===== config.mk =====
export PLATFORM = sky130hd
export DESIGN_NAME = uart_nine_bit_multidrop
export DESIGN_NICKNAME = d
export VERILOG_FILES = /design/src/hw/uart_rx_frame.v /design/src/hw/uart_tx_frame.v /design/src/hw/uart_nine_bit_multidrop.v
export VERILOG_INCLUDE_DIRS = /design/src /design/src/hw
export SDC_FILE = /design/constraint.sdc
export NUM_CORES = 1
export LEC_CHECK = 0
export CAP_MARGIN = 20
export CORE_MARGIN = 8
export CORE_UTILIZATION = 35
export DETAILED_ROUTE_END_ITERATION = 6
export DONT_BUFFER_PORTS = 1
export GPL_TIMING_DRIVEN = 0
export PLACE_DENSITY_LB_ADDON = 0.25
export SETUP_SLACK_MARGIN = 0.15
export SLEW_MARGIN = 20
export SYNTH_ARGS = -nofsm -noshare
export SYNTH_HDL_FRONTEND = slang
export SYNTH_SLANG_ARGS = --single-unit

===== constraint.sdc =====
create_clock -name clk -period 2.9 [get_ports clk]
set_clock_uncertainty 0.05 [all_clocks]
set_input_delay 0.87 -clock clk [delete_from_list [all_inputs] [get_ports clk]]
set_output_delay 0.87 -clock clk [all_outputs]
set_load 0.03 [all_outputs]

===== src/hw/uart_map.vh =====
// register offsets, field positions, reset values and bit timing of the serial port
// assumes a 32-bit avalon-mm slave, byte addresses, one register per aligned word
`ifndef UART_MAP_VH
`define UART_MAP_VH

`define REG_CTRL 5'h00
`define REG_BUF 5'h04
`define REG_STAT 5'h08
`define REG_MASK 5'h0c
`define REG_DIV 5'h10

`define CTL_MODE 0
`define CTL_FILT 2
`define CTL_REN 3
`define CTL_TB8 4
`define CTL_RB8 5
`define CTL_DBL 6
`define CTL_SIX 7
`define CTL_RXDONE 8
`define CTL_TXDONE 9

`define ST_RX 0
`define ST_TX 1
`define ST_OVR 2
`define ST_FRM 3

`define MODE_RST 2'h0
`define MASK_RST 4'h0
`define DIV_RST 16'h000f

`define OVERSAMPLE 16
`define HALF_TICK 4'h7
`define LAST_TICK 4'hf
`define OSC_PER_BIT_12T 64
`define OSC_PER_BIT_6T 32

`endif


===== src/hw/uart_rx_frame.v =====
// receive framer: start detect, mid-bit sampling, eight or nine data bits and stop
// assumes rxd synchronous to clk and tick pulsing sixteen times per bit period
`timescale 1ns/10ps
`include "uart_map.vh"
module uart_rx_frame (
   input wire clk,
   input wire resetn,
   input wire tick,
   input wire enable,
   input wire nine,
   input wire rxd,
   output reg done,
   output reg [7:0] data,
   output reg bit9,
   output reg stop
);
   localparam IDLE = 2'd0;
   localparam START = 2'd1;
   localparam DATA = 2'd2;
   localparam STOP = 2'd3;
   reg [1:0] state_q;
   reg [3:0] tick_q;
   reg [3:0] bit_q;
   reg rxd_q;

   always @(posedge clk) begin
      if (!resetn) begin
         state_q <= IDLE;
         tick_q <= 4'h0;
         bit_q <= 4'h0;
         rxd_q <= 1'b1;
         done <= 1'b0;
         data <= 8'h00;
         bit9 <= 1'b0;
         stop <= 1'b1;
      end else begin
         done <= 1'b0;
         rxd_q <= rxd;
         case (state_q)
            IDLE: begin
               tick_q <= 4'h0;
               bit_q <= 4'h0;
               if (enable && rxd_q && !rxd) begin
                  state_q <= START;
               end
            end
            START: begin
               if (tick) begin
                  tick_q <= tick_q + 4'h1;
                  if (tick_q == `HALF_TICK) begin
                     tick_q <= 4'h0;
                     // a glitch shorter than half a bit is not a frame
                     state_q <= rxd ? IDLE : DATA;
                  end
               end
            end
            DATA: begin
               if (tick) begin
                  tick_q <= tick_q + 4'h1;
                  if (tick_q == `LAST_TICK) begin
                     bit_q <= bit_q + 4'h1;
                     if (bit_q == 4'h8) begin
                        bit9 <= rxd;
                     end else begin
                        data <= {rxd, data[7:1]};
                     end
                     if (bit_q == (nine ? 4'h8 : 4'h7)) begin
                        state_q <= STOP;
                     end
                  end
               end
            end
            default: begin
               if (tick) begin
                  tick_q <= tick_q + 4'h1;
                  if (tick_q == `LAST_TICK) begin
                     stop <= rxd;
                     if (!nine) begin
                        bit9 <= rxd;
                     end
                     done <= 1'b1;
                     // back to edge watch at mid stop bit
                     state_q <= IDLE;
                  end
               end
            end
         endcase
      end
   end
endmodule // uart_rx_frame


===== src/hw/uart_tx_frame.v =====
// transmit framer: shifts start, eight data bits, optional ninth bit and stop
// assumes tick pulses sixteen times per bit; start is ignored while busy
`timescale 1ns/10ps
`include "uart_map.vh"
module uart_tx_frame (
   input wire clk,
   input wire resetn,
   input wire tick,
   input wire start,
   input wire nine,
   input wire ninth,
   input wire [7:0] data,
   output wire txd,
   output wire busy,
   output reg done
);
   reg [10:0] shift_q;
   reg [3:0] tick_q;
   reg [3:0] left_q;

   assign busy = left_q != 4'h0;
   assign txd = shift_q[0];

   always @(posedge clk) begin
      if (!resetn) begin
         shift_q <= 11'h7ff;
         tick_q <= 4'h0;
         left_q <= 4'h0;
         done <= 1'b0;
      end else begin
         done <= 1'b0;
         if (start && !busy) begin
            // eight-bit frames put the stop in the ninth slot; the top stop is sent only in nine-bit frames
            shift_q <= {1'b1, nine ? ninth : 1'b1, data, 1'b0};
            left_q <= nine ? 4'hb : 4'ha;
            tick_q <= 4'h0;
         end else if (busy && tick) begin
            tick_q <= tick_q + 4'h1;
            if (tick_q == `LAST_TICK) begin
               shift_q <= {1'b1, shift_q[10:1]};
               left_q <= left_q - 4'h1;
               if (left_q == 4'h1) begin
                  done <= 1'b1;
               end
            end
         end
      end
   end
endmodule // uart_tx_frame


===== src/hw/uart_nine_bit_multidrop.v =====
// serial port top: avalon-mm registers, bit-rate divider, frame acceptance, interrupt
// assumes one clock (the oscillator), synchronous active-low reset, rxd already synchronous
//
// Implementation choices: the register addresses and the Avalon-MM interface to the registers.
`timescale 1ns/10ps
`include "uart_map.vh"
module uart_nine_bit_multidrop (
   input wire clk,
   input wire resetn,
   input wire [4:0] address,
   input wire read,
   input wire write,
   input wire [31:0] writedata,
   input wire [3:0] byteenable,
   output reg [31:0] readdata,
   output wire waitrequest,
   output wire irq,
   input wire rxd,
   output wire txd
);
   reg [1:0] mode_q;
   reg filt_q;
   reg ren_q;
   reg tb8_q;
   reg rb8_q;
   reg dbl_q;
   reg six_q;
   reg rx_done_flag_q;
   reg tx_done_flag_q;
   reg [7:0] rbuf_q;
   reg [3:0] stat_q;
   reg [3:0] mask_q;
   reg [15:0] div_q;
   reg [15:0] cnt_q;
   reg ack_q;
   reg [31:0] rd_d;
   reg tick;

   wire tx_busy;
   wire tx_fin;
   wire rx_fin;
   wire [7:0] rx_data;
   wire rx_bit9;
   wire rx_stop;

   // merges one byte lane of a write into an old value
   function [7:0] lane;
      input [7:0] old;
      input [7:0] nval;
      input en;
      begin
         lane = en ? nval : old;
      end
   endfunction

   // cycles of clk per sixteenth of a bit
   function [15:0] tick_len;
      input [1:0] mode;
      input six;
      input dbl;
      input [15:0] div;
      reg [31:0] per_bit;
      begin
         per_bit = six ? `OSC_PER_BIT_6T : `OSC_PER_BIT_12T;
         if (dbl) begin
            per_bit = per_bit >> 1;
         end
         per_bit = per_bit / `OVERSAMPLE;
         if (mode[0]) begin
            tick_len = div + 16'h0001;
         end else begin
            tick_len = per_bit[15:0];
         end
      end
   endfunction

   wire req = read | write;
   wire taken = req & ack_q;
   wire wr = write & ack_q;
   wire rd = read & ack_q;
   assign waitrequest = req & ~ack_q;

   wire nine = mode_q[1];
   // mode 0 keeps the filter out; 1 checks stop, 2 and 3 check the ninth bit
   wire filt_on = filt_q & (mode_q != 2'h0);
   wire accept = rx_fin & ~rx_done_flag_q & (~filt_on | rx_bit9);
   wire overrun = rx_fin & rx_done_flag_q;
   wire framing = rx_fin & ~rx_stop;

   wire ctl_wr = wr & (address == `REG_CTRL);
   wire buf_wr = wr & (address == `REG_BUF) & byteenable[0];
   wire stat_rd = rd & (address == `REG_STAT);
   wire [15:0] next_len = tick_len(mode_q, six_q, dbl_q, div_q);

   // bus handshake: one wait state, the answer comes on the second cycle
   always @(posedge clk) begin
      if (!resetn) begin
         ack_q <= 1'b0;
      end else begin
         ack_q <= req & ~ack_q;
      end
   end

   // free-running sixteen-per-bit enable; a new rate applies at the next reload
   always @(posedge clk) begin
      if (!resetn) begin
         cnt_q <= 16'h0000;
         tick <= 1'b0;
      end else begin
         tick <= 1'b0;
         if (cnt_q == 16'h0000) begin
            cnt_q <= next_len - 16'h0001;
            tick <= 1'b1;
         end else begin
            cnt_q <= cnt_q - 16'h0001;
         end
      end
   end

   // control fields written by software
   always @(posedge clk) begin
      if (!resetn) begin
         mode_q <= `MODE_RST;
         filt_q <= 1'b0;
         ren_q <= 1'b0;
         tb8_q <= 1'b0;
         dbl_q <= 1'b0;
         six_q <= 1'b0;
         mask_q <= `MASK_RST;
         div_q <= `DIV_RST;
      end else if (wr) begin
         if (address == `REG_CTRL && byteenable[0]) begin
            mode_q <= writedata[`CTL_MODE+1:`CTL_MODE];
            filt_q <= writedata[`CTL_FILT];
            ren_q <= writedata[`CTL_REN];
            tb8_q <= writedata[`CTL_TB8];
            dbl_q <= writedata[`CTL_DBL];
            six_q <= writedata[`CTL_SIX];
         end else if (address == `REG_MASK && byteenable[0]) begin
            mask_q <= writedata[3:0];
         end else if (address == `REG_DIV) begin
            div_q[7:0] <= lane(div_q[7:0], writedata[7:0], byteenable[0]);
            div_q[15:8] <= lane(div_q[15:8], writedata[15:8], byteenable[1]);
         end
      end
   end

   // receive buffer and done flags; a hardware set wins over a software clear
   always @(posedge clk) begin
      if (!resetn) begin
         rbuf_q <= 8'h00;
         rb8_q <= 1'b0;
         rx_done_flag_q <= 1'b0;
         tx_done_flag_q <= 1'b0;
      end else begin
         if (ctl_wr && byteenable[1] && !writedata[`CTL_RXDONE]) begin
            rx_done_flag_q <= 1'b0;
         end
         if (ctl_wr && byteenable[1] && !writedata[`CTL_TXDONE]) begin
            tx_done_flag_q <= 1'b0;
         end
         if (accept) begin
            rbuf_q <= rx_data;
            rb8_q <= rx_bit9;
            rx_done_flag_q <= 1'b1;
         end
         // a rejected frame leaves buffer, ninth bit and flag untouched
         if (tx_fin) begin
            tx_done_flag_q <= 1'b1;
         end
      end
   end

   // sticky event status, cleared by reading it; only bits seen are cleared
   always @(posedge clk) begin
      if (!resetn) begin
         stat_q <= 4'h0;
      end else begin
         stat_q <= (stat_q & ~(stat_rd ? readdata[3:0] : 4'h0))
            | {framing, overrun, tx_fin, accept};
      end
   end

   assign irq = |(stat_q & mask_q);

   // read mux, captured in the waiting cycle so it stands at the answer edge
   always @* begin
      rd_d = 32'h00000000;
      if (address == `REG_CTRL) begin
         rd_d[`CTL_MODE+1:`CTL_MODE] = mode_q;
         rd_d[`CTL_FILT] = filt_q;
         rd_d[`CTL_REN] = ren_q;
         rd_d[`CTL_TB8] = tb8_q;
         rd_d[`CTL_RB8] = rb8_q;
         rd_d[`CTL_DBL] = dbl_q;
         rd_d[`CTL_SIX] = six_q;
         rd_d[`CTL_RXDONE] = rx_done_flag_q;
         rd_d[`CTL_TXDONE] = tx_done_flag_q;
      end else if (address == `REG_BUF) begin
         rd_d[7:0] = rbuf_q;
      end else if (address == `REG_STAT) begin
         rd_d[3:0] = stat_q;
      end else if (address == `REG_MASK) begin
         rd_d[3:0] = mask_q;
      end else if (address == `REG_DIV) begin
         rd_d[15:0] = div_q;
      end
   end

   always @(posedge clk) begin
      if (!resetn) begin
         readdata <= 32'h00000000;
      end else if (read && !ack_q) begin
         readdata <= rd_d;
      end
   end

   uart_tx_frame u_tx (
      .clk(clk),
      .resetn(resetn),
      .tick(tick),
      .start(buf_wr),
      .nine(nine),
      .ninth(tb8_q),
      .data(writedata[7:0]),
      .txd(txd),
      .busy(tx_busy),
      .done(tx_fin)
   );

   uart_rx_frame u_rx (
      .clk(clk),
      .resetn(resetn),
      .tick(tick),
      .enable(ren_q),
      .nine(nine),
      .rxd(rxd),
      .done(rx_fin),
      .data(rx_data),
      .bit9(rx_bit9),
      .stop(rx_stop)
   );
endmodule // uart_nine_bit_multidrop


==> summary.txt, run 1 <==
Logic synthesis
  • Top cell type's share of synthesized area: 38.9%
  • Unique masters post-synth: 70
  • Seq cells post-synth: 117
  • Mapped Cells: 738
  • Synth area leader: dfxtp_1
  • Synth Cell Area: 0.00603 mm²
  • Commonest cells post-synth: dfxtp_1 (117), nor2_1 (96), nand2_1 (86)
  • Most frequent cell after synthesis: dfxtp_1
  • EDFF count, synth: 0
  • Top FF cell, synth: dfxtp_1
  • Post-Syn Area per Cell: 8.17 µm²
  • Synth top area cells: dfxtp_1 (39%), mux2i_1 (6.0%), nor2_1 (6.0%), nand2_1 (5.4%), a21oi_1 (4.3%)
  • Ys async rst share: 0%
  • Sequential share of the synthesized area: 38.9%
  • Yosys warns: 0

Place
  • Placement Cell Area: 0.00636 mm²
  • Pre-CTS setup slack: -60.2 ps
  • Placer congestion estimate: 0.854
  • Post-DP HPWL: 12.4 mm
  • Buffers on Ports: 0

Global route
  • Initial antenna violation count: 0
  • Vias in the first global route: 4667
  • First-pass GRT wire length: 26.5 mm
  • All-Layer GR Usage: 15.7%
  • Pin count of the biggest net entering global routing: 17
  • Total grt overflow: 0

Floorplanning
  • Io pins: 81
  • Rows: 48
  • DIE AREA: 0.0217 mm²
  • Die height: 147 µm
  • Core Footprint: 0.0171 mm²
  • Die X: 147 µm
  • Initial Util: 35.3%

Clock tree
  • CTS Sinks: 117
  • CTS Hold Buffers Added: 0
  • Clock Root Buffer: clkbuf_16
  • Clock-pin slew on the worst setup and hold paths: 60 ps
  • CTS Buf Count: 17
  • Max Root-Sink Buffers: 2
  • TritonCTS clock tree: yes
  • H-Tree Depth: 4
  • Insertion delay to the later sink of the worst-skew pair: 430 ps

Timing
  • Worst-Margin Slew: 975 ps
  • Max_slew headroom: 34.8%
  • RSZ-0062 raised after global routing: no
  • Crit path setup slack, layout: 289 ps
  • Fin. max-slew vios: 0
  • Final min period: 2610 ps
  • Fmax: 383 MHz
  • TNS Setup: 0 ps
  • Final worst-path cycle share: 90.0%
  • Final hold vios: 0
  • Final-report setup violation count: 0

Finish
  • Final net count: 830
  • FF+latch area: 0.00234 mm²
  • Syn-to-layout area delta: 16.4%
  • Multi-input gate area: 0.00338 mm²
  • Ant diodes: 0
  • Fin util: 41.1%
  • Final instance area: 0.00702 mm²
  • Fillers: 1766
  • Layout cells sized above 1: 11.3%

Setup path
  • Crit path max fanout: 9
  • Worst setup path class: reg2reg
  • Worst setup EP type: flop
  • CP Launch Type: flop
  • Critical Path AT: 2840 ps
  • Critical Path RT: 3130 ps

Pwr
  • Net Sw Frac: 28.8%
  • Power, Total: 4.80 mW
  • Flop pwr share: 37.4%
  • PwrDens: 684 mW/mm²
  • Internal power: 3.42 mW
  • Psw: 1.38 mW
  • Clock power share: 46.1%
  • IR drop worst, VDD: 0.000553 V
  • Combinational Power Share: 16.5%
  • Static leakage: 2.81 nW

Flow run
  • Max-Cap Viols: 0

Routing
  • Post-route DRC violation count: 0
  • Routed WL: 17.0 mm
  • Drt first pass iters: 5
  • Vias: 5190
  • Wire per inst: 16.8 µm
  • Routed Antenna Nets: 0
  • Starting DRC count in detailed routing: 316
  • Vias/cell: 5.13

Status
  • Status: finished clean

Worst hold path
  • Hold Path Class: reg2reg
==> cell type report <==
cell class | count | area share, %
clock buffers | 19 | 6.46
repair buffers | 1 | 0.107
inverters | 13 | 0.696
clock inverters | 13 | 2.43
plain buffers | 64 | 4.65
well taps | 225 | 4.01
multi-input cells | 559 | 48.2
flip-flops and latches | 117 | 33.4
==> through the flow <==
step                      std cells  hold WS [ps]
after floorplan                 753           381
after global placement          978           410
after detailed placement        978           417
after CTS                      1010           425
after global routing           1011           450
final                          1011           424
==> registers in the layout (all words and copies together), names as in the netlist, 2 cells and up <==
name and cells:
rbuf_q 8, div_q 16, mask_q 4, mode_q 2
u_rx.state_q 2, u_rx.data 8, cnt_q 16, u_tx.tick_q 4
u_rx.tick_q 4, u_tx.shift_q 10, stat_q 4, u_tx.left_q 4
readdata 16, u_rx.bit_q 4
==> kinds of logic (layout without fill, tap and decap cells) <==
kind of cell	Yosys count	after routing	synth area share, %
compound gates	140	140	15.4
xor+xnor	26	26	3.78
fa+ha+maj	11	11	2.28
buf+inv	77	110	6.21
flops	117	117	38.9
mux	40	40	6.73
other cells	1	16	0.0622
simple gates	326	326	26.6
==> power by group through the flow <==
| stage | Clock (mW) | Combinational, mW | Sequential (mW) |
|---|---|---|---|
| global route | 2.33 | 0.876 | 1.81 |
| global placement | 0 | 0.764 | 1.83 |
| detailed placement | 0 | 0.767 | 1.82 |
| finish | 2.21 | 0.790 | 1.80 |
| floorplan | 0 | 0.623 | 1.79 |
| CTS | 2.26 | 0.775 | 1.79 |
==> worst max-delay path: stages (launching register included) <==
cell and delay, ps:
dfxtp_2 360, ha_1 180, buf_2 180, or4b_1 470
a211o_1 320, a21o_1 220, a2111oi_4 400, nand4_1 110
nor3b_2 170
==> cells in the final DEF (no fill, tap or decap), drive strengths merged, types with 5 or more instances in the layout <==
cell and n:
a211o 5, a21o 5, a21oi 52, a22oi 10, a31oi 5, and2 7
and3 18, buf 28, clkbuf 56, conb 16, dfxtp 117, ha 11
inv 16, mux2i 36, nand2 87, nand2b 14, nand3 30, nand4 12
nor2 96, nor3 17, nor4 14, o21ai 23, or3 5, xnor2 12
xor2 14
==> worst paths after layout <==
kind	start	to	slack, ps	depth (start not counted)
setup / recovery	div_q[1]$_SDFFE_PN1P_	cnt_q[10]$_SDFF_PN0_	290	8
hold / removal	u_rx.bit9$_SDFFE_PN0P_	u_rx.bit9$_SDFFE_PN0P_	420	2
setup reg to reg	div_q[1]$_SDFFE_PN1P_	cnt_q[10]$_SDFF_PN0_	290	8
hold reg to reg	u_rx.bit9$_SDFFE_PN0P_	u_rx.bit9$_SDFFE_PN0P_	420	2
==> layer usage <==
metal / global-route usage [%] / share of wire (%) / up-vias
met4: 5.30 / 1.6 / 0
met5: 0 / 0 / -
li1: - / - / 2644
met3: 4.28 / 4.6 / 20
met1: 19.0 / 44 / 2429
met2: 26.2 / 50 / 97
==> what timing repair did <==
item / CTS / global route
buffers inserted: 0 / 1
setup endpoints to repair: 2 / 7
resized for setup: 1 / 7
pin swaps: 0 / 1
Note: power is estimated with default switching activity, not from simulation.
==> run 2: changes to the inputs <==
CELL_PAD_IN_SITES_DETAIL_PLACEMENT = 0   (was not set)
CELL_PAD_IN_SITES_GLOBAL_PLACEMENT = 1   (was not set)
SYNTH_HIERARCHICAL = 1   (was not set)
==> summary.txt, run 2 <==
Status
  • Status: finished clean (unchanged)

Pwr
  • Combinational Power Share: 20.6% (was 16.5%)
  • IR drop worst, VDD: 0.000399 V (was 0.000553 V)
  • Clock power share: 42.3% (was 46.1%)
  • Internal power: 3.47 mW (was 3.42 mW)
  • Static leakage: 2.82 nW (was 2.81 nW)
  • Flop pwr share: 37.1% (was 37.4%)
  • PwrDens: 696 mW/mm² (was 684 mW/mm²)
  • Net Sw Frac: 30.4% (was 28.8%)
  • Psw: 1.51 mW (was 1.38 mW)

Global route
  • GR peak layer: met2 (unchanged)
  • Vias in the first global route: 5149 (was 4667)
  • Met3 Use GR: 4.01% (was 4.28%)
  • All-Layer GR Usage: 15.8% (was 15.7%)
  • Grt met2 use: 27.3% (was 26.2%)
  • Initial antenna violation count: 0 (unchanged)
  • Grt met1 use: 18.6% (was 19.0%)
  • Total grt overflow: 0 (unchanged)
  • Pin count of the biggest net entering global routing: 17 (unchanged)
  • First-pass GRT wire length: 27.5 mm (was 26.5 mm)

Clock tree
  • CTS Hold Buffers Added: 0 (unchanged)
  • Insertion delay to the later sink of the worst-skew pair: 420 ps (was 430 ps)
  • Max Root-Sink Buffers: 2 (unchanged)
  • TritonCTS clock tree: yes (unchanged)
  • H-Tree Depth: 4 (unchanged)
  • CTS Buf Count: 17 (unchanged)
  • CTS Sinks: 117 (unchanged)
  • Clock Root Buffer: clkbuf_16 (unchanged)
  • Clock-pin slew on the worst setup and hold paths: 60 ps (about the same)

Finish
  • Final net count: 810 (was 830)
  • Syn-to-layout area delta: 16.7% (was 16.4%)
  • Commonest non-fill, non-tap cells in the layout: dfxtp_1 (113), nor2_1 (92), nand2_1 (57) (was dfxtp_1 (116), nor2_1 (96), nand2_1 (86))
  • Final instance area: 0.00716 mm² (was 0.00702 mm²)
  • Commonest non-fill, non-tap cell in the layout: dfxtp_1 (unchanged)
  • Fin util: 41.6% (was 41.1%)
  • Top flop regs: cnt_q: 16 flops, div_q: 16 flops, readdata: 16 flops (unchanged)
  • Layout cells sized above 1: 13.6% (was 11.3%)
  • Fillers: 1733 (was 1766)
  • Ant diodes: 0 (unchanged)

Place
  • Post-DP HPWL: 12.7 mm (was 12.4 mm)
  • Buffers on Ports: 0 (unchanged)
  • Placement Cell Area: 0.00647 mm² (was 0.00636 mm²)
  • Placer congestion estimate: 0.825 (was 0.854)

Setup path
  • Crit-path cells: buf_2 > mux2_2 > a21oi_2 > ha_2 > o211ai_1 > or4b_4 > nor4b_4 > mux2i_1 (was ha_1 > buf_2 > or4b_1 > a211o_1 > a21o_1 > a2111oi_4 > nand4_1 > nor3b_2)
  • Critical Path RT: 3200 ps (was 3130 ps)
  • CP max stage cell: or4b_4 (was or4b_1)
  • Worst setup path class: reg2reg (unchanged)
  • Critical Path AT: 2940 ps (was 2840 ps)
  • CP Launch Type: flop (unchanged)
  • Worst setup EP type: flop (unchanged)
  • Crit path max fanout: 10 (was 9)
  • FF-to-FF path depth: 8 (unchanged)
  • Critical path's largest stage delay: 590 ps (was 470 ps)

Timing
  • Fmax: 378 MHz (was 383 MHz)
  • Final hold vios: 0 (unchanged)
  • Max_slew headroom: 41.2% (was 34.8%)
  • Worst-Margin Slew: 878 ps (was 975 ps)
  • Final-report setup violation count: 0 (unchanged)
  • RSZ-0062 raised after global routing: yes (was no)
  • Fin. max-slew vios: 0 (unchanged)
  • Final min period: 2650 ps (was 2610 ps)
  • Final worst-path cycle share: 91.3% (was 90.0%)

Logic synthesis
  • Commonest cells post-synth: dfxtp_1 (117), nor2_1 (92), nand2_1 (57) (was dfxtp_1 (117), nor2_1 (96), nand2_1 (86))
  • Seq cells post-synth: 117 (unchanged)
  • Yosys warns: 6 (was 0)
  • Most frequent cell after synthesis: dfxtp_1 (unchanged)
  • Synth Cell Area: 0.00613 mm² (was 0.00603 mm²)
  • Post-Syn Area per Cell: 8.63 µm² (was 8.17 µm²)
  • Top cell type's share of synthesized area: 38.2% (was 38.9%)
  • EDFF count, synth: 0 (unchanged)
  • Mapped Cells: 711 (was 738)
  • Sequential share of the synthesized area: 38.2% (was 38.9%)
  • Unique masters post-synth: 77 (was 70)
  • Synth area leader: dfxtp_1 (unchanged)
  • Top FF cell, synth: dfxtp_1 (unchanged)
  • Ys async rst share: 0% (unchanged)
  • Synth top area cells: dfxtp_1 (38%), mux2i_1 (8.2%), nor2_1 (5.6%), nand2_1 (3.5%), ha_1 (3.1%) (was dfxtp_1 (39%), mux2i_1 (6.0%), nor2_1 (6.0%), nand2_1 (5.4%), a21oi_1 (4.3%))

Floorplanning
  • Core Footprint: 0.0172 mm² (was 0.0171 mm²)
  • Io pins: 81 (unchanged)
  • Die X: 148 µm (was 147 µm)
  • DIE AREA: 0.0220 mm² (was 0.0217 mm²)
  • Rows: 48 (unchanged)
  • Initial Util: 35.6% (was 35.3%)
  • Die height: 148 µm (was 147 µm)

Worst hold path
  • Hold Path Class: reg2reg (unchanged)
  • Hold path cells: 2 (unchanged)

Routing
  • Post-route DRC violation count: 0 (unchanged)
  • Starting DRC count in detailed routing: 264 (was 316)
  • Routed WL: 17.3 mm (was 17.0 mm)
  • Vias: 5224 (was 5190)
  • Routed Antenna Nets: 0 (unchanged)
  • Wire per inst: 17.5 µm (was 16.8 µm)
  • Vias/cell: 5.29 (was 5.13)
  • Drt first pass iters: 5 (unchanged)

Flow run
  • Max-Cap Viols: 0 (unchanged)
[run 2: cell count changes after synthesis, sizes merged, moves of 10 or more]
cell / previous run / this run
a21oi: 52 / 38
and3: 18 / 8
mux2i: 36 / 50
clkbuf: 37 / 25
nand2b: 14 / 4
nand2: 87 / 57
[run 2: kinds of logic after synthesis]
| kind of cell | share of synthesized area, % |
|---|---|
| simple gates | 23.2 |
| fa+ha+maj | 3.06 |
| other cells | 0.0611 |
| compound gates | 16.3 |
| flops | 38.2 |
| xor+xnor | 3.85 |
| mux | 9.08 |
| buf+inv | 6.28 |
[run 2: final timing paths]
kind / start / endpoint / slack [ps]
setup reg to reg: mode_q[0]$_SDFFE_PN0P_ / cnt_q[14]$_SDFF_PN0_ / 250
setup / recovery: mode_q[0]$_SDFFE_PN0P_ / cnt_q[14]$_SDFF_PN0_ / 250
hold / removal: u_rx/stop$_SDFFE_PN1P_ / u_rx/stop$_SDFFE_PN1P_ / 420
hold reg to reg: u_rx/stop$_SDFFE_PN1P_ / u_rx/stop$_SDFFE_PN1P_ / 420
[run 2: stage by stage]
step | instances | power (mW) | worst slack (ps) | hold WS, ps | setup TNS, ps
floorplan | 726 | 2.57 | 311 | 375 | 0
global placement | 951 | 2.74 | -67.3 | 406 | -338
detailed placement | 951 | 2.77 | -70.9 | 412 | -816
CTS | 984 | 4.92 | 151 | 426 | 0
global route | 987 | 5.22 | 103 | 454 | 0
finish | 987 | 4.98 | 253 | 422 | 0
[run 2: routing by layer]
layer	wire, µm	up-vias
met5	0	-
met4	246	0
met3	772	17
met2	8670	107
met1	7570	2505
li1	-	2595
[run 2: critical path, delay by kind of cell, from the launching register on]
family / cells / cell delay, ps
buf+inv: 1 / 270
flops: 1 / 350
mux: 2 / 590
fa+ha+maj: 1 / 200
compound gates: 2 / 280
simple gates: 2 / 850
[run 2: power by group through the flow]
stage,Clock (mW),Sequential (mW),Combinational [mW]
finish,2.11,1.85,1.02
global route,2.23,1.87,1.12
CTS,2.15,1.84,0.937
detailed placement,0,1.87,0.903
global placement,0,1.86,0.876
floorplan,0,1.83,0.735
[run 2: what timing repair did]
action	4_1_cts	5_1_grt
pin swaps	1	5
gates resized for setup	4	13
setup endpoints to repair	2	9
buffers inserted	1	3
[run 2: final cells by class]
cell class / count / area [µm²] / area share, %
Buffer: 57 / 330 / 4.61
Clock buffer: 19 / 443 / 6.18
Clock inverter: 13 / 146 / 2.04
Inverter: 16 / 60.1 / 0.839
Multi-Input combinational cell: 536 / 3520 / 49.2
Sequential cell: 117 / 2350 / 32.8
Tap cell: 225 / 282 / 3.93
Timing Repair Buffer: 4 / 30.0 / 0.419
==> run 3: changes to the inputs <==
PLACE_DENSITY = 0.72   (was not set)
PLACE_DENSITY_LB_ADDON = not set   (was 0.25)
==> summary.txt, run 3 (same netlist as run 2, synthesis figures left out) <==
Setup path
  • CP max stage cell: or4b_4 (unchanged)
  • Top delay family on crit path: simple AND/OR/NAND/NOR gates (unchanged)
  • Critical Path AT: 2910 ps (was 2940 ps)
  • Critical Path RT: 3190 ps (was 3200 ps)
  • Worst setup path class: reg2reg (unchanged)
  • Critical path's largest stage delay: 580 ps (was 590 ps)
  • Crit path buf inv count: 0 (was 1)
  • Worst setup EP type: flop (unchanged)
  • CP Launch Type: flop (unchanged)
  • Crit-path cells: ha_1 > mux2_4 > a21oi_2 > ha_2 > o211ai_1 > or4b_4 > nor4b_4 > mux2i_1 (was buf_2 > mux2_2 > a21oi_2 > ha_2 > o211ai_1 > or4b_4 > nor4b_4 > mux2i_1)
  • Crit path max fanout: 7 (was 10)

Timing
  • RSZ-0062 raised after global routing: no (was yes)
  • Final hold vios: 0 (unchanged)
  • Final min period: 2630 ps (was 2650 ps)
  • Final worst-path cycle share: 90.5% (was 91.3%)
  • Fmax: 381 MHz (was 378 MHz)
  • Final-report setup violation count: 0 (unchanged)
  • Worst-Margin Slew: 795 ps (was 878 ps)
  • Fin Hold WS: 429 ps (was 422 ps)
  • Fin. max-slew vios: 0 (unchanged)
  • Max_slew headroom: 46.8% (was 41.2%)

Routing
  • Post-route DRC violation count: 0 (unchanged)
  • Drt first pass iters: 6 (was 5)
  • Routed WL: 17.2 mm (was 17.3 mm)
  • Wire per inst: 17.3 µm (was 17.5 µm)
  • Starting DRC count in detailed routing: 324 (was 264)
  • Vias: 5345 (was 5224)
  • Vias/cell: 5.40 (was 5.29)
  • Routed Antenna Nets: 0 (unchanged)

Pwr
  • PwrDens: 721 mW/mm² (was 696 mW/mm²)
  • Psw: 1.52 mW (was 1.51 mW)
  • Flop pwr share: 35.5% (was 37.1%)
  • IR drop worst, VDD: 0.000383 V (was 0.000399 V)
  • Internal power: 3.77 mW (was 3.47 mW)
  • Power, Total: 5.29 mW (was 4.98 mW)
  • Combinational Power Share: 20.3% (was 20.6%)
  • Clock power share: 44.2% (was 42.3%)
  • Static leakage: 2.89 nW (was 2.82 nW)
  • Net Sw Frac: 28.8% (was 30.4%)

Floorplanning
  • Die height: 148 µm (unchanged)
  • Initial Util: 35.6% (unchanged)
  • Io pins: 81 (unchanged)
  • Core Footprint: 0.0172 mm² (unchanged)
  • Die X: 148 µm (unchanged)
  • DIE AREA: 0.0220 mm² (unchanged)
  • Rows: 48 (unchanged)

Finish
  • Layout cells sized above 1: 15.7% (was 13.6%)
  • Commonest non-fill, non-tap cell in the layout: dfxtp_1 (unchanged)
  • Commonest non-fill, non-tap cells in the layout: dfxtp_1 (106), nor2_1 (92), nand2_1 (57) (was dfxtp_1 (113), nor2_1 (92), nand2_1 (57))
  • Fin util: 42.6% (was 41.6%)
  • Final instance area: 0.00734 mm² (was 0.00716 mm²)
  • Ant diodes: 0 (unchanged)
  • Top flop regs: cnt_q: 16 flops, div_q: 16 flops, readdata: 16 flops (unchanged)
  • Final net count: 813 (was 810)
  • Syn-to-layout area delta: 19.7% (was 16.7%)

Global route
  • Pin count of the biggest net entering global routing: 17 (unchanged)
  • All-Layer GR Usage: 15.5% (was 15.8%)
  • Vias in the first global route: 5095 (was 5149)
  • First-pass GRT wire length: 27.1 mm (was 27.5 mm)
  • Initial antenna violation count: 0 (unchanged)
  • Total grt overflow: 0 (unchanged)

Worst hold path
  • Hold Path Class: reg2reg (unchanged)

Clock tree
  • H-Tree Depth: 4 (unchanged)
  • Insertion delay to the later sink of the worst-skew pair: 410 ps (was 420 ps)
  • Max Root-Sink Buffers: 2 (unchanged)
  • Clock-pin slew on the worst setup and hold paths: 60 ps (about the same)
  • Clock Root Buffer: clkbuf_16 (unchanged)
  • CTS Buf Count: 17 (unchanged)
  • TritonCTS clock tree: yes (unchanged)
  • CTS Sinks: 117 (unchanged)

Place
  • Placer congestion estimate: 0.832 (was 0.825)
  • Buffers on Ports: 0 (unchanged)
  • Placement Cell Area: 0.00647 mm² (unchanged)
  • Post-DP HPWL: 12.7 mm (about the same)

Status
  • Status: finished clean (unchanged)

Flow run
  • Max-Cap Viols: 0 (unchanged)
[run 3: cell type report]
cell class | instances | area (µm²)
Buffer | 57 | 338
Clock buffer | 18 | 439
Clock inverter | 14 | 223
Fill cell | 1656 | 9900
Inverter | 16 | 60.1
Multi-Input combinational cell | 536 | 3590
Sequential cell | 117 | 2360
Tap cell | 225 | 282
Timing Repair Buffer | 7 | 52.6
[run 3: what timing repair did]
action	in CTS	in global routing
hold endpoints to repair	0	0
resized for setup	4	34
hold buffers	0	0
gates cloned	0	0
buffers inserted	2	5
setup endpoints to repair	3	10
pin swaps	3	5
[run 3: final timing paths]
path	depth (start not counted)	end	from	slack [ps]
min reg2reg	2	u_rx/stop$_SDFFE_PN1P_	u_rx/stop$_SDFFE_PN1P_	430
max	8	cnt_q[14]$_SDFF_PN0_	div_q[0]$_SDFFE_PN1P_	270
max reg2reg	8	cnt_q[14]$_SDFF_PN0_	div_q[0]$_SDFFE_PN1P_	270
min	2	u_rx/stop$_SDFFE_PN1P_	u_rx/stop$_SDFFE_PN1P_	430
[run 3: metrics by stage]
| step | setup TNS [ps] | worst slack [ps] | std cells |
|---|---|---|---|
| after global routing | 0 | 139 | 990 |
| after CTS | 0 | 155 | 985 |
| after detailed placement | -93.9 | -93.9 | 951 |
| after global placement | -58.6 | -58.6 | 951 |
| final | 0 | 274 | 990 |
| after floorplan | 0 | 311 | 726 |
[run 3: metal layers]
layer | part of all wire (%) | track usage [%] | wire (µm)
met1 | 43 | 17.2 | 7300
met2 | 51 | 27.8 | 8830
met3 | 4.1 | 4.19 | 698
met4 | 1.9 | 5.71 | 333
met5 | 0 | 0 | 0
[run 3: power by group through the flow]
stage	Sequential, mW	Clock, mW	Combinational (mW)
2_1_floorplan	1.83	0	0.735
3_3_place_gp	1.86	0	0.865
3_5_place_dp	1.87	0	0.893
4_1_cts	1.84	2.39	0.929
5_1_grt	1.89	2.45	1.19
6_report	1.88	2.34	1.08
[run 3: worst register-to-register path: stages (launching register included)]
cell and delay [ps]:
dfxtp_2 360, ha_1 320, mux2_4 270, a21oi_2 130, ha_2 200, o211ai_1 140, or4b_4 580, nor4b_4 320
mux2i_1 200
